[config.mk]
export PLATFORM = sky130hd
export DESIGN_NAME = adc_boundary_scan_control
export DESIGN_NICKNAME = d
export VERILOG_FILES = /design/src/include/adc_scan_pkg.sv /design/src/logic/pin_sync.sv /design/src/logic/adc_boundary_scan_control.sv
export VERILOG_INCLUDE_DIRS = /design/src /design/src/include
export SDC_FILE = /design/constraint.sdc
export NUM_CORES = 1
export LEC_CHECK = 0
export BUFFER_PORTS_ARGS = -buffer_cell sky130_fd_sc_hd__buf_2
export CORE_MARGIN = 4
export CORE_UTILIZATION = 40
export CTS_CLUSTER_SIZE = 28
export DETAILED_ROUTE_END_ITERATION = 8
export GPL_TIMING_DRIVEN = 0
export PLACE_DENSITY_LB_ADDON = 0.05
export SYNTH_ARGS = -nofsm -noshare
export SYNTH_HDL_FRONTEND = slang
export SYNTH_SLANG_ARGS = --single-unit
export TNS_END_PERCENT = 10
[constraint.sdc]
create_clock -name aclk -period 1.4 [get_ports aclk]
set_input_delay 0.07 -clock aclk [delete_from_list [all_inputs] [get_ports aclk]]
set_output_delay 0.07 -clock aclk [all_outputs]
set_load 0.05 [all_outputs]
[src/include/adc_scan_map.svh]
// Offsets, field positions, reset values and counts of the converter scan segment.
// Assumes inclusion from the package, the design modules and the bench.
`ifndef ADC_SCAN_MAP_SVH
`define ADC_SCAN_MAP_SVH

// AXI4-Lite byte offsets
`define OFS_FUNC_CTRL   4'h0
`define OFS_STATUS      4'h4
`define OFS_UPDATE_RB   4'h8
`define OFS_SHIFT_RB    4'hC

// Field positions inside the 31-bit control word
`define FLD_DAC_LO      0
`define FLD_DAC_HI      9
`define FLD_MUX_LO      10
`define FLD_MUX_HI      17
`define FLD_NEG_LO      18
`define FLD_NEG_HI      20
`define FLD_HOLD        21
`define FLD_CMP_LATCH_PRECHARGE_N_N     22
`define FLD_GND         23
`define FLD_VCCREF      24
`define FLD_GAIN_PASSGATE_EN      25
`define FLD_SETTLE      26
`define FLD_SWITCHCAP_TEST_EN      27
`define FLD_AMP_POWER_EN       28
`define FLD_CONVERTER_POWER_EN       29
`define FLD_BANDGAP_REF_TO_DAC_EN      30

// Idle word: DAC 0x200, mux bit 0, hold, precharge off, pass gates on
`define CTRL_IDLE       31'h02600600

// Status bit positions
`define ST_EXTEST       0
`define ST_COMP         1
`define ST_TCK          2

// AXI response codes
`define RESP_OKAY       2'h0
`define RESP_SLVERR     2'h2

// Length of the pin synchroniser
`define SYNC_STAGES     3

`endif

[src/include/adc_scan_pkg.sv]
// Types shared by the converter scan segment.
// Assumes adc_scan_map.svh is on the include path.
package adc_scan_pkg;
    `include "adc_scan_map.svh"
    typedef logic [30:0] ctrl_word_t;  // One control word, all front-end controls
    typedef logic [31:0] chain_t;      // Scan segment: controls plus comparator cell
    typedef logic [1:0]  resp_t;       // AXI response code
endpackage

[src/logic/pin_sync.sv]
// Three-stage synchroniser for a group of pins from outside the aclk domain.
// Assumes each bit is an independent level; a change counts when stages one and two agree.
`timescale 1ns/1ps
`include "adc_scan_map.svh"
module pin_sync #(
    parameter int W = 1
) (
    input  wire logic         aclk,
    input  wire logic         aresetn,
    input  wire logic [W-1:0] pin_in,
    output logic      [W-1:0] pin_out
);
    import adc_scan_pkg::*;

    generate
        if (W < 1) begin : g_chk
            $error("pin_sync needs W of at least 1");
        end
    endgenerate

    genvar i;
    generate
        for (i = 0; i < W; i++) begin : g_bit
            logic [`SYNC_STAGES-1:0] st_r;   // Stage 0 is seen by stage 1 only
            logic [`SYNC_STAGES-1:0] st_nxt;
            logic                    out_r;  // Filtered level
            logic                    out_nxt;

            // Next values of the chain and the filtered level
            always_comb begin
                st_nxt  = {st_r[`SYNC_STAGES-2:0], pin_in[i]};
                out_nxt = (st_r[1] == st_r[2]) ? st_r[2] : out_r;
            end

            // Registers only
            always_ff @(posedge aclk) begin
                if (!aresetn) begin
                    st_r  <= '0;
                    out_r <= 1'b0;
                end else begin
                    st_r  <= st_nxt;
                    out_r <= out_nxt;
                end
            end
            assign pin_out[i] = out_r;
        end
    endgenerate
endmodule

[src/logic/adc_boundary_scan_control.sv]
// Boundary-scan control and observe segment of the converter front end, with AXI4-Lite access.
// Assumes an external TAP controller drives capture/shift/update/extest levels and the test
// clock as pins; all are sampled by aclk, so the test clock must be far slower than aclk.
//
// How it works
// - Hold output low samples, high holds; idle 1
// - Precharge control is active low; idle 1
// - Ground-select true grounds negative input; idle 0
// - Supply-reference select uses supply; idle 0
// - Three-bit negative-input select; idle all zero
// - Pass-gate enable switches gain stages; idle 1
// - Switch-cap test routes x10 stage out; idle 0
// - Converter power control enables converter; idle 0
`timescale 1ns/1ps
`include "adc_scan_map.svh"
module adc_boundary_scan_control
    import adc_scan_pkg::*;
#(
    parameter int ADDR_W = 4
) (
    input  wire logic              aclk,
    input  wire logic              aresetn,
    // AXI4-Lite slave
    input  wire logic [ADDR_W-1:0] s_axi_awaddr,
    input  wire logic              s_axi_awvalid,
    output logic                   s_axi_awready,
    input  wire logic [31:0]       s_axi_wdata,
    input  wire logic [3:0]        s_axi_wstrb,
    input  wire logic              s_axi_wvalid,
    output logic                   s_axi_wready,
    output logic [1:0]             s_axi_bresp,
    output logic                   s_axi_bvalid,
    input  wire logic              s_axi_bready,
    input  wire logic [ADDR_W-1:0] s_axi_araddr,
    input  wire logic              s_axi_arvalid,
    output logic                   s_axi_arready,
    output logic [31:0]            s_axi_rdata,
    output logic [1:0]             s_axi_rresp,
    output logic                   s_axi_rvalid,
    input  wire logic              s_axi_rready,
    // Test access pins from the TAP controller
    input  wire logic              tck,
    input  wire logic              tdi,
    output logic                   tdo,
    input  wire logic              scan_capture,
    input  wire logic              scan_shift,
    input  wire logic              scan_update,
    input  wire logic              extest_en,
    // Analog front end
    input  wire logic              comp_in,
    output logic                   sample_hold,
    output logic                   cmp_latch_precharge_n,
    output logic                   neg_input_ground_sel,
    output logic                   supply_ref_sel,
    output logic [2:0]             neg_input_select,
    output logic [7:0]             input_mux_select,
    output logic                   gain_passgate_en,
    output logic                   settle_assist,
    output logic                   switchcap_test_en,
    output logic                   amp_power_en,
    output logic                   converter_power_en,
    output logic                   bandgap_ref_to_dac_en,
    output logic [9:0]             dac_word
);

    generate
        if (ADDR_W < 4) begin : g_chk
            $error("ADDR_W must cover the four register words");
        end
    endgenerate

    // Synchronised pins: {comp, extest, update, shift, capture, tdi, tck}
    logic [6:0] pins_s;
    pin_sync #(.W(7)) u_sync (
        .aclk    (aclk),
        .aresetn (aresetn),
        .pin_in  ({comp_in, extest_en, scan_update, scan_shift, scan_capture, tdi, tck}),
        .pin_out (pins_s)
    );
    logic tck_s, tdi_s, cap_s, sft_s, upd_s, ext_s, comp_s;
    assign {comp_s, ext_s, upd_s, sft_s, cap_s, tdi_s, tck_s} = pins_s;

    // Scan state
    logic       tck_d_r, tck_d_nxt;    // Previous test clock level
    chain_t     sr_r, sr_nxt;          // Shift/capture stages, bit 0 is the comparator cell
    ctrl_word_t upd_r, upd_nxt;        // Update latch
    logic       tdo_r, tdo_nxt;        // Serial out, changes on falling test clock
    logic       tck_rise, tck_fall;

    assign tck_rise = tck_s & ~tck_d_r;
    assign tck_fall = ~tck_s & tck_d_r;

    // Capture, shift and update on test clock edges seen by aclk
    always_comb begin
        tck_d_nxt = tck_s;
        sr_nxt    = sr_r;
        upd_nxt   = upd_r;
        tdo_nxt   = tdo_r;
        if (tck_rise && cap_s) begin
            sr_nxt = {upd_r, comp_s};
        end else if (tck_rise && sft_s) begin
            sr_nxt = {tdi_s, sr_r[31:1]};
        end
        if (tck_fall && upd_s) begin
            upd_nxt = sr_r[31:1];
        end
        if (tck_fall) begin
            tdo_nxt = sr_r[0];
        end
    end

    always_ff @(posedge aclk) begin
        if (!aresetn) begin
            tck_d_r <= 1'b0;
            sr_r    <= {`CTRL_IDLE, 1'b0};
            upd_r   <= `CTRL_IDLE;
            tdo_r   <= 1'b0;
        end else begin
            tck_d_r <= tck_d_nxt;
            sr_r    <= sr_nxt;
            upd_r   <= upd_nxt;
            tdo_r   <= tdo_nxt;
        end
    end
    assign tdo = tdo_r;

    // Bus-side state
    ctrl_word_t        func_r, func_nxt;      // Functional control word used outside extest
    ctrl_word_t        act_r, act_nxt;        // Word actually driven to the front end
    logic [ADDR_W-1:0] awaddr_r, awaddr_nxt;  // Held write address
    logic [31:0]       wdata_r, wdata_nxt;    // Held write data
    logic [3:0]        wstrb_r, wstrb_nxt;    // Held byte strobes
    logic              aw_got_r, aw_got_nxt;  // Write address taken
    logic              w_got_r, w_got_nxt;    // Write data taken
    logic              bvalid_r, bvalid_nxt;  // Write response pending
    resp_t             bresp_r, bresp_nxt;    // Write response code
    logic              rvalid_r, rvalid_nxt;  // Read data pending
    resp_t             rresp_r, rresp_nxt;    // Read response code
    logic [31:0]       rdata_r, rdata_nxt;    // Read data
    logic [31:0]       func_ext;              // Byte-lane merge of the functional word
    logic [31:0]       status_w;              // Live status word
    logic              aw_far, ar_far;        // Address beyond the four words

    assign s_axi_awready = ~aw_got_r & ~bvalid_r;
    assign s_axi_wready  = ~w_got_r & ~bvalid_r;
    assign s_axi_arready = ~rvalid_r;
    assign status_w      = {29'h0, tck_s, comp_s, ext_s};
    // Upper address bits must be zero, otherwise a wide bus would alias the words
    assign aw_far        = (awaddr_r >> 4) != '0;
    assign ar_far        = (s_axi_araddr >> 4) != '0;

    // Write, read and output selection
    always_comb begin
        func_ext   = {1'b0, func_r};
        func_nxt   = func_r;
        awaddr_nxt = awaddr_r;
        wdata_nxt  = wdata_r;
        wstrb_nxt  = wstrb_r;
        aw_got_nxt = aw_got_r;
        w_got_nxt  = w_got_r;
        bvalid_nxt = bvalid_r;
        bresp_nxt  = bresp_r;
        rvalid_nxt = rvalid_r;
        rresp_nxt  = rresp_r;
        rdata_nxt  = rdata_r;
        // Address and data are taken in either order
        if (s_axi_awvalid && s_axi_awready) begin
            awaddr_nxt = s_axi_awaddr;
            aw_got_nxt = 1'b1;
        end
        if (s_axi_wvalid && s_axi_wready) begin
            wdata_nxt = s_axi_wdata;
            wstrb_nxt = s_axi_wstrb;
            w_got_nxt = 1'b1;
        end
        if (aw_got_r && w_got_r) begin
            aw_got_nxt = 1'b0;
            w_got_nxt  = 1'b0;
            bvalid_nxt = 1'b1;
            bresp_nxt  = `RESP_OKAY;
            if (aw_far) begin
                bresp_nxt = `RESP_SLVERR;
            end else begin
                case (awaddr_r[3:0])
                    `OFS_FUNC_CTRL: begin
                        for (int b = 0; b < 4; b++) begin
                            if (wstrb_r[b]) begin
                                func_ext[b*8 +: 8] = wdata_r[b*8 +: 8];
                            end
                        end
                    end
                    // Read-only words ignore writes but answer OKAY
                    `OFS_STATUS, `OFS_UPDATE_RB, `OFS_SHIFT_RB: begin
                    end
                    default: begin
                        bresp_nxt = `RESP_SLVERR;
                    end
                endcase
            end
        end
        // Bit 31 has no storage behind it
        func_nxt = func_ext[30:0];
        if (bvalid_r && s_axi_bready) begin
            bvalid_nxt = 1'b0;
        end
        // Reads answer one cycle after the address is taken
        if (rvalid_r && s_axi_rready) begin
            rvalid_nxt = 1'b0;
        end
        if (s_axi_arvalid && s_axi_arready) begin
            rvalid_nxt = 1'b1;
            rresp_nxt  = `RESP_OKAY;
            if (ar_far) begin
                rdata_nxt = 32'h0;
                rresp_nxt = `RESP_SLVERR;
            end else begin
                case (s_axi_araddr[3:0])
                    `OFS_FUNC_CTRL: rdata_nxt = {1'b0, func_r};
                    `OFS_STATUS:    rdata_nxt = status_w;
                    `OFS_UPDATE_RB: rdata_nxt = {1'b0, upd_r};
                    `OFS_SHIFT_RB:  rdata_nxt = sr_r;
                    default: begin
                        rdata_nxt = 32'h0;
                        rresp_nxt = `RESP_SLVERR;
                    end
                endcase
            end
        end
        // Extest hands the front end to the update latch
        act_nxt = ext_s ? upd_r : func_r;
    end

    // Bus and front-end registers; reset leaves every control at its idle value
    always_ff @(posedge aclk) begin
        if (!aresetn) begin
            func_r   <= `CTRL_IDLE;
            act_r    <= `CTRL_IDLE;
            awaddr_r <= '0;
            wdata_r  <= 32'h0;
            wstrb_r  <= 4'h0;
            aw_got_r <= 1'b0;
            w_got_r  <= 1'b0;
            bvalid_r <= 1'b0;
            bresp_r  <= `RESP_OKAY;
            rvalid_r <= 1'b0;
            rresp_r  <= `RESP_OKAY;
            rdata_r  <= 32'h0;
        end else begin
            func_r   <= func_nxt;
            act_r    <= act_nxt;
            awaddr_r <= awaddr_nxt;
            wdata_r  <= wdata_nxt;
            wstrb_r  <= wstrb_nxt;
            aw_got_r <= aw_got_nxt;
            w_got_r  <= w_got_nxt;
            bvalid_r <= bvalid_nxt;
            bresp_r  <= bresp_nxt;
            rvalid_r <= rvalid_nxt;
            rresp_r  <= rresp_nxt;
            rdata_r  <= rdata_nxt;
        end
    end

    // Bus outputs
    assign s_axi_bvalid = bvalid_r;
    assign s_axi_bresp  = bresp_r;
    assign s_axi_rvalid = rvalid_r;
    assign s_axi_rresp  = rresp_r;
    assign s_axi_rdata  = rdata_r;

    // Front-end controls, all straight from flip-flops so no glitch reaches the analog side
    assign dac_word              = act_r[`FLD_DAC_HI:`FLD_DAC_LO];
    assign input_mux_select      = act_r[`FLD_MUX_HI:`FLD_MUX_LO];
    assign neg_input_select      = act_r[`FLD_NEG_HI:`FLD_NEG_LO];
    assign sample_hold           = act_r[`FLD_HOLD];
    assign cmp_latch_precharge_n = act_r[`FLD_CMP_LATCH_PRECHARGE_N_N];
    assign neg_input_ground_sel  = act_r[`FLD_GND];
    assign supply_ref_sel        = act_r[`FLD_VCCREF];
    assign gain_passgate_en      = act_r[`FLD_GAIN_PASSGATE_EN];
    assign settle_assist         = act_r[`FLD_SETTLE];
    assign switchcap_test_en     = act_r[`FLD_SWITCHCAP_TEST_EN];
    assign amp_power_en          = act_r[`FLD_AMP_POWER_EN];
    assign converter_power_en    = act_r[`FLD_CONVERTER_POWER_EN];
    assign bandgap_ref_to_dac_en = act_r[`FLD_BANDGAP_REF_TO_DAC_EN];

    // Checks on the scan segment and the bus
    AST_IDLE_RST: assert property (@(posedge aclk) !aresetn |=> (act_r == `CTRL_IDLE))
        else $error("front end not idle after reset");
    AST_EXT_SRC: assert property (@(posedge aclk) disable iff (!aresetn)
        ext_s |=> (act_r == $past(upd_r)))
        else $error("extest does not drive from update latch");
    AST_FUNC_SRC: assert property (@(posedge aclk) disable iff (!aresetn)
        !ext_s |=> (act_r == $past(func_r)))
        else $error("functional word not driven outside extest");
    AST_CAPTURE: assert property (@(posedge aclk) disable iff (!aresetn)
        (tck_rise && cap_s) |=> (sr_r[0] == $past(comp_s)))
        else $error("comparator not captured");
    AST_UPDATE: assert property (@(posedge aclk) disable iff (!aresetn)
        (tck_fall && upd_s) |=> (upd_r == $past(sr_r[31:1])))
        else $error("update latch not loaded");
    AST_BVALID_HOLD: assert property (@(posedge aclk) disable iff (!aresetn)
        (s_axi_bvalid && !s_axi_bready) |=> s_axi_bvalid)
        else $error("write response dropped early");
    AST_RVALID_HOLD: assert property (@(posedge aclk) disable iff (!aresetn)
        (s_axi_rvalid && !s_axi_rready) |=> (s_axi_rvalid && $stable(s_axi_rdata)))
        else $error("read data dropped early");
    COV_CAPTURE: cover property (@(posedge aclk) disable iff (!aresetn) tck_rise && cap_s);
    COV_UPDATE: cover property (@(posedge aclk) disable iff (!aresetn) tck_fall && upd_s && ext_s);
    COV_SLVERR: cover property (@(posedge aclk) disable iff (!aresetn)
        s_axi_rvalid && (s_axi_rresp == `RESP_SLVERR));
endmodule

-- Word level (Yosys, flattened, before mapping)
Cells that the tools add are included.
- multiplexer cells: 8
- reduce and logical (&&, ||, !) cells: 21
- bitwise operators: 11
- equality and inequality tests: 13
- operator list (kind ; count):
    $pmux 32 s4 ; 1
    $mux 32 ; 2
    $mux 31 ; 1
    $eq 4x4->1 const B ; 4
    $reduce_and 3->1 ; 4
    $logic_and 1x1->1 ; 9
    $eq 4x3->1 const B ; 2
    $logic_not 4->1 ; 2
    $reduce_or 4->1 ; 2
    $eq 1x1->1 ; 7
    $not 1->1 ; 7
    $and 1x1->1 ; 4
    $mux 2 ; 2
    $reduce_bool 2->1 ; 2
    $reduce_or 2->1 ; 2
    $mux 1 ; 2
- bits of input ports: 58
- logic and storage cells: 86
- register bits after elaboration: 234

-- Logic depth before layout (Yosys ltp)
- word-level depth: 5
- mapped depth: 6

-- Cells and area by module
From an unflattened synthesis, not the netlist that was laid out.
- cells, all modules: 1018
- area, all modules: 9720.6 sq um
- by module, submodules not included (module ; times used ; area each (sq um) ; cells an instance):
    adc_boundary_scan_control ; 1 ; 8839.7 ; 939
    pin_sync ; 1 ; 880.8 ; 79

-- Worst setup path after synthesis
No wires, ideal clock.
- kind: reg2reg
- from: register bvalid_r, in the netlist s_axi_bvalid
- to: register wdata_r[21]
- slack: -0.201 ns
- data arrival time: 1.469 ns
- stages on the path, launching flop included: 7
- path through: dfxtp_1 > buf_2 > or3b_1 > buf_2 > buf_6 > nand2_1 > a21oi_1
- longest elaborated chain between the ends: 3
- RTL lines (item ; RTL line ; source):
    from (decl) ; adc_boundary_scan_control.sv:135 ; logic bvalid_r, bvalid_nxt;
    from (signal assigned) ; adc_boundary_scan_control.sv:256 ; bvalid_r <= bvalid_nxt;
    $not 1->1 ; adc_boundary_scan_control.sv:145 ; assign s_axi_wready = ~w_got_r & ~bvalid_r;
    $and 1x1->1 ; adc_boundary_scan_control.sv:145 ;
    $logic_and 1x1->1 ; adc_boundary_scan_control.sv:171 ; if (s_axi_wvalid && s_axi_wready) begin
    to (signal assigned) ; adc_boundary_scan_control.sv:252 ; wdata_r <= wdata_nxt;
    to (decl) ; adc_boundary_scan_control.sv:131 ; logic [31:0] wdata_r, wdata_nxt;
No other way between the ends.
A chain may end at the register's enable or synchronous reset.

-- Final worst setup path
- from: register awaddr_r[0]
- to: register func_r[14]
- longest elaborated chain between the ends: 2
- RTL lines (item ; RTL line ; source):
    from (decl) ; adc_boundary_scan_control.sv:130 ; logic [ADDR_W-1:0] awaddr_r, awaddr_nxt;
    from (signal assigned) ; adc_boundary_scan_control.sv:251 ; awaddr_r <= awaddr_nxt;
    $logic_not 4->1 ; adc_boundary_scan_control.sv:184 ; case (awaddr_r[3:0])
    $reduce_and 3->1 (no source line) ; - ;
    to (signal assigned) ; adc_boundary_scan_control.sv:236 ; func_r <= `CTRL_IDLE;
    to (signal assigned) ; adc_boundary_scan_control.sv:249 ; func_r <= func_nxt;
    to (decl) ; adc_boundary_scan_control.sv:128 ; ctrl_word_t func_r, func_nxt;
No other way between the ends.

==> results.md <==
* Power density relative to cell area at ~1300 nW/um^2
* CTS sink count at roughly 230
* X dimension of the die at between 150 and 200 um
* Antenna violations before repair at 0
* Vias in the first global route at 7528
* Portion of the clock cycle consumed by the worst path in the final layout at a little over nine tenths
* WS Path Type: flip-flop to flip-flop
* Placed cell area at between 10000 and 15000 sq um
* Hold Vio Cnt, Final at 0
* Via density per instance at 5.18
* Residual DRC at 0
* Number of vias after detailed routing at 7909
* Sequential element share of the synthesized area at slightly above 50%
* Setup-failing EPs final at 0
* Count of flip-flops with a built-in enable after synthesis at 0
* Max cap viols at 0
* Total inserted antenna cells at 0
* FF+latch count, synth at between 200 and 250
* Most frequent cells after synthesis: 232 x sky130_fd_sc_hd__dfxtp_1, 223 x sky130_fd_sc_hd__nand2_1, 103 x sky130_fd_sc_hd__a21oi_1
* Global-route wire length before repair at 43900 um
* Number of design-rule violations left by the first detailed-router iteration at ~630
* Yosys top cell area share at between 50% and 60%
* Area taken by multi-input logic gates at roughly 4200 sq um
* TritonCTS clock tree: built
* Effective utilization at floorplan at about two fifths
* Unrepaired setup endpoints after global routing: true
* Number of clock buffers inserted by TritonCTS at 26
* Initial DRT Pass Iterations at 5
* Top FF cell, synth: sky130_fd_sc_hd__dfxtp_1
* Final-stage net count at 1280
* Data required time of the critical path at between 1.5 and 2 ns
* IR drop worst, VDD at approximately 0.00080 V
* Port bufs at around 130
* Global-route congestion overflow total at 0
* Signal arrival time at the worst endpoint at ~1.8 ns
* Rel. slew slack at 53.2%
* Final critical path time including I/O delays and setup at around 1.4 ns
* Class of the worst hold path: input pin to flip-flop
* Placed wire-length estimate at roughly 20000 um
* Buffer cell driving the clock tree root: sky130_fd_sc_hd__clkbuf_16
* Die footprint at ~25000 sq um
* Number of standard cells in the final layout excluding fillers at about 1500
* Largest net degree at the start of global routing at 15
* Count of different cell masters after synthesis at 40
* Post-synthesis average cell area at 9.09 sq um
* Pin slew with the least headroom to its limit at about 0.7 ns
* Clock latency reported for the late side of the worst-skew pair at 0.53 ns
* Fillers at approximately 2200
* Global placer's final weighted congestion at around 0.85
* Share of synthesized registers carrying an async set or reset at 0%
* Synth Warn # at 0
* Nature of the critical path endpoint: flip-flop
* Count of placed standard cells including taps at 1422
* Core Region at 22600 sq um
* Height of the die at 159 um
* Main area contributors after synthesis: sky130_fd_sc_hd__dfxtp_1 51%, sky130_fd_sc_hd__nand2_1 9.1%, sky130_fd_sc_hd__mux2i_1 7.3%
* Static leakage power at 4.46 nW
* Post-synthesis cell type with the largest combined area: sky130_fd_sc_hd__dfxtp_1
* Number of buffers on the longest clock path at 3
* Layout overhead on the synthesized area at 29.4%
* Post-synthesis instance total at between 1000 and 1500
* Largest clock skew in the final design at between 0.009 and 0.01 ns
* Startpoint class of the critical path: flip-flop
* Largest fanout of any net on the critical path at 8
* Row cnt at 55
* Drt total wl at roughly 29000 um
* Number of nets with antenna violations after detailed routing at 0
* H-Tree Level Count at 1
* Final Cell Area at about 12000 sq um
* Average routed wire per standard cell at 18.7 um
* Cell Area, Synth at roughly 9200 sq um
* Ports at approximately 130
* Clock transition at path regs at 0.06 ns
* Status: finished, final reports clean
* Maximum operating frequency at 0.725 GHz
* Most instantiated library cell after synthesis: sky130_fd_sc_hd__dfxtp_1
* Sequential cell area in the final layout at about 4700 sq um
* Count of pins over their slew limit at 0
* Ratio of cells with drive above 1 in the final layout at a little under a quarter
* Total Routing Usage GR at about 22%
## report_power, final
part	switching, mW	total [mW]	internal (mW)
Clock	2.79	7.26	4.46
Sequential	0.0810	6.80	6.72
Combinational	0.599	1.04	0.437
## metal layers
| metal | part of all wire, % | GRT usage [%] |
|---|---|---|
| met5 | 0 | 0 |
| met4 | 1.9 | 5.21 |
| met3 | 5.6 | 2.95 |
| met2 | 46 | 34.9 |
| met1 | 47 | 30.8 |
## cell usage in the layout (no fill, tap or decap), drive strengths merged
master       count
nand2          223
and2            24
clkbuf          80
o2bb2ai         31
a2bb2oi          3
a222oi          14
and4bb           1
conb             2
nor3             1
a211oi           3
inv              6
o211ai           9
and3             4
a22oi           14
a21oi          103
nor4b            1
buf            170
nand4            2
o21ai           39
clkinvlp         2
and3b            6
clkinv           9
nand3b          28
mux2            17
a21o            27
nand3            7
nor2            49
dlygate4sd3     52
nand2b           4
nor2b            1
nor4             2
dfxtp          232
or3b             1
bufinv           4
nor3b            3
mux2i           67
or3              1
## registers in the layout (all words and copies together) (netlist names), 4 cells and up
| signal | flops |
|---|---|
| wdata_r | 31 |
| awaddr_r | 4 |
| s_axi_rdata | 32 |
| u_sync.g_bit.out_r | 7 |
| act_r | 31 |
| func_r | 31 |
| wstrb_r | 4 |
| u_sync.g_bit.st_r | 21 |
| upd_r | 31 |
| sr_r | 32 |
## final timing paths
kind / depth (start not counted) / start / slack, ns / to
worst min register to register: 1 / u_sync.g_bit[4].st_r[0]$_SDFF_PN0_ / 0.43 / u_sync.g_bit[4].st_r[1]$_SDFF_PN0_
worst max register to register: 5 / awaddr_r[0]$_SDFFE_PN0P_ / 0.02 / func_r[14]$_SDFFE_PN0P_
worst min-delay path: 4 / s_axi_awvalid / 0.03 / aw_got_r$_SDFFE_PP0P_
worst max-delay path: 5 / awaddr_r[0]$_SDFFE_PN0P_ / 0.02 / func_r[14]$_SDFFE_PN0P_
## per-stage QoR
step | utilization (%) | setup WS [ns] | hold WS, ns | power (mW) | TNS (ns)
global placement | 45.1 | -0.547 | 0.247 | 7.77 | -45.23
finish | 52.6 | 0.0212 | 0.0332 | 15.1 | 0
CTS | 51.9 | -0.0573 | 0.0323 | 15.1 | -1.11
floorplan | - | 0.00866 | 0.162 | 7.45 | 0
global route | 52.6 | -0.0360 | 0.0588 | 15.6 | -0.473
detailed placement | 45.1 | -0.410 | 0.252 | 7.77 | -44.24
## area by class of cell
class / instances / area share, %
clock inverters: 15 / 1.55
flip-flops and latches: 232 / 39.2
clock buffers: 33 / 6.22
repair buffers: 187 / 10.6
well taps: 285 / 3.00
multi-input cells: 687 / 35.1
inverters: 6 / 0.190
plain buffers: 82 / 4.16
## worst max-delay path: stages (launching register included)
cell                      delay (ns)
sky130_fd_sc_hd__dfxtp_2        0.34
sky130_fd_sc_hd__nor4_4         0.25
sky130_fd_sc_hd__buf_4          0.19
sky130_fd_sc_hd__and3_4         0.20
sky130_fd_sc_hd__buf_8          0.14
sky130_fd_sc_hd__mux2i_1        0.18
## cells by family (layout without fill, tap and decap cells)
kind of cell / after synthesis / after routing / synth area share, %
buf+inv: 91 / 323 / 4.80
compound gates: 243 / 243 / 16.9
other cells: 1 / 2 / 0.0409
simple gates: 358 / 358 / 18.3
flops: 232 / 232 / 50.6
mux: 84 / 84 / 9.40
## repair_timing
item / 4_1_cts / 5_1_grt
setup endpoints to repair: 131 / 126
resized for setup: 39 / 48
gates cloned: 0 / 3
endpoints found under the hold margin: 50 / 0
pin swaps: 2 / 4
hold buffers: 52 / 0
buffers inserted: 0 / 5
No activity file was read; power rests on OpenSTA's default activity.
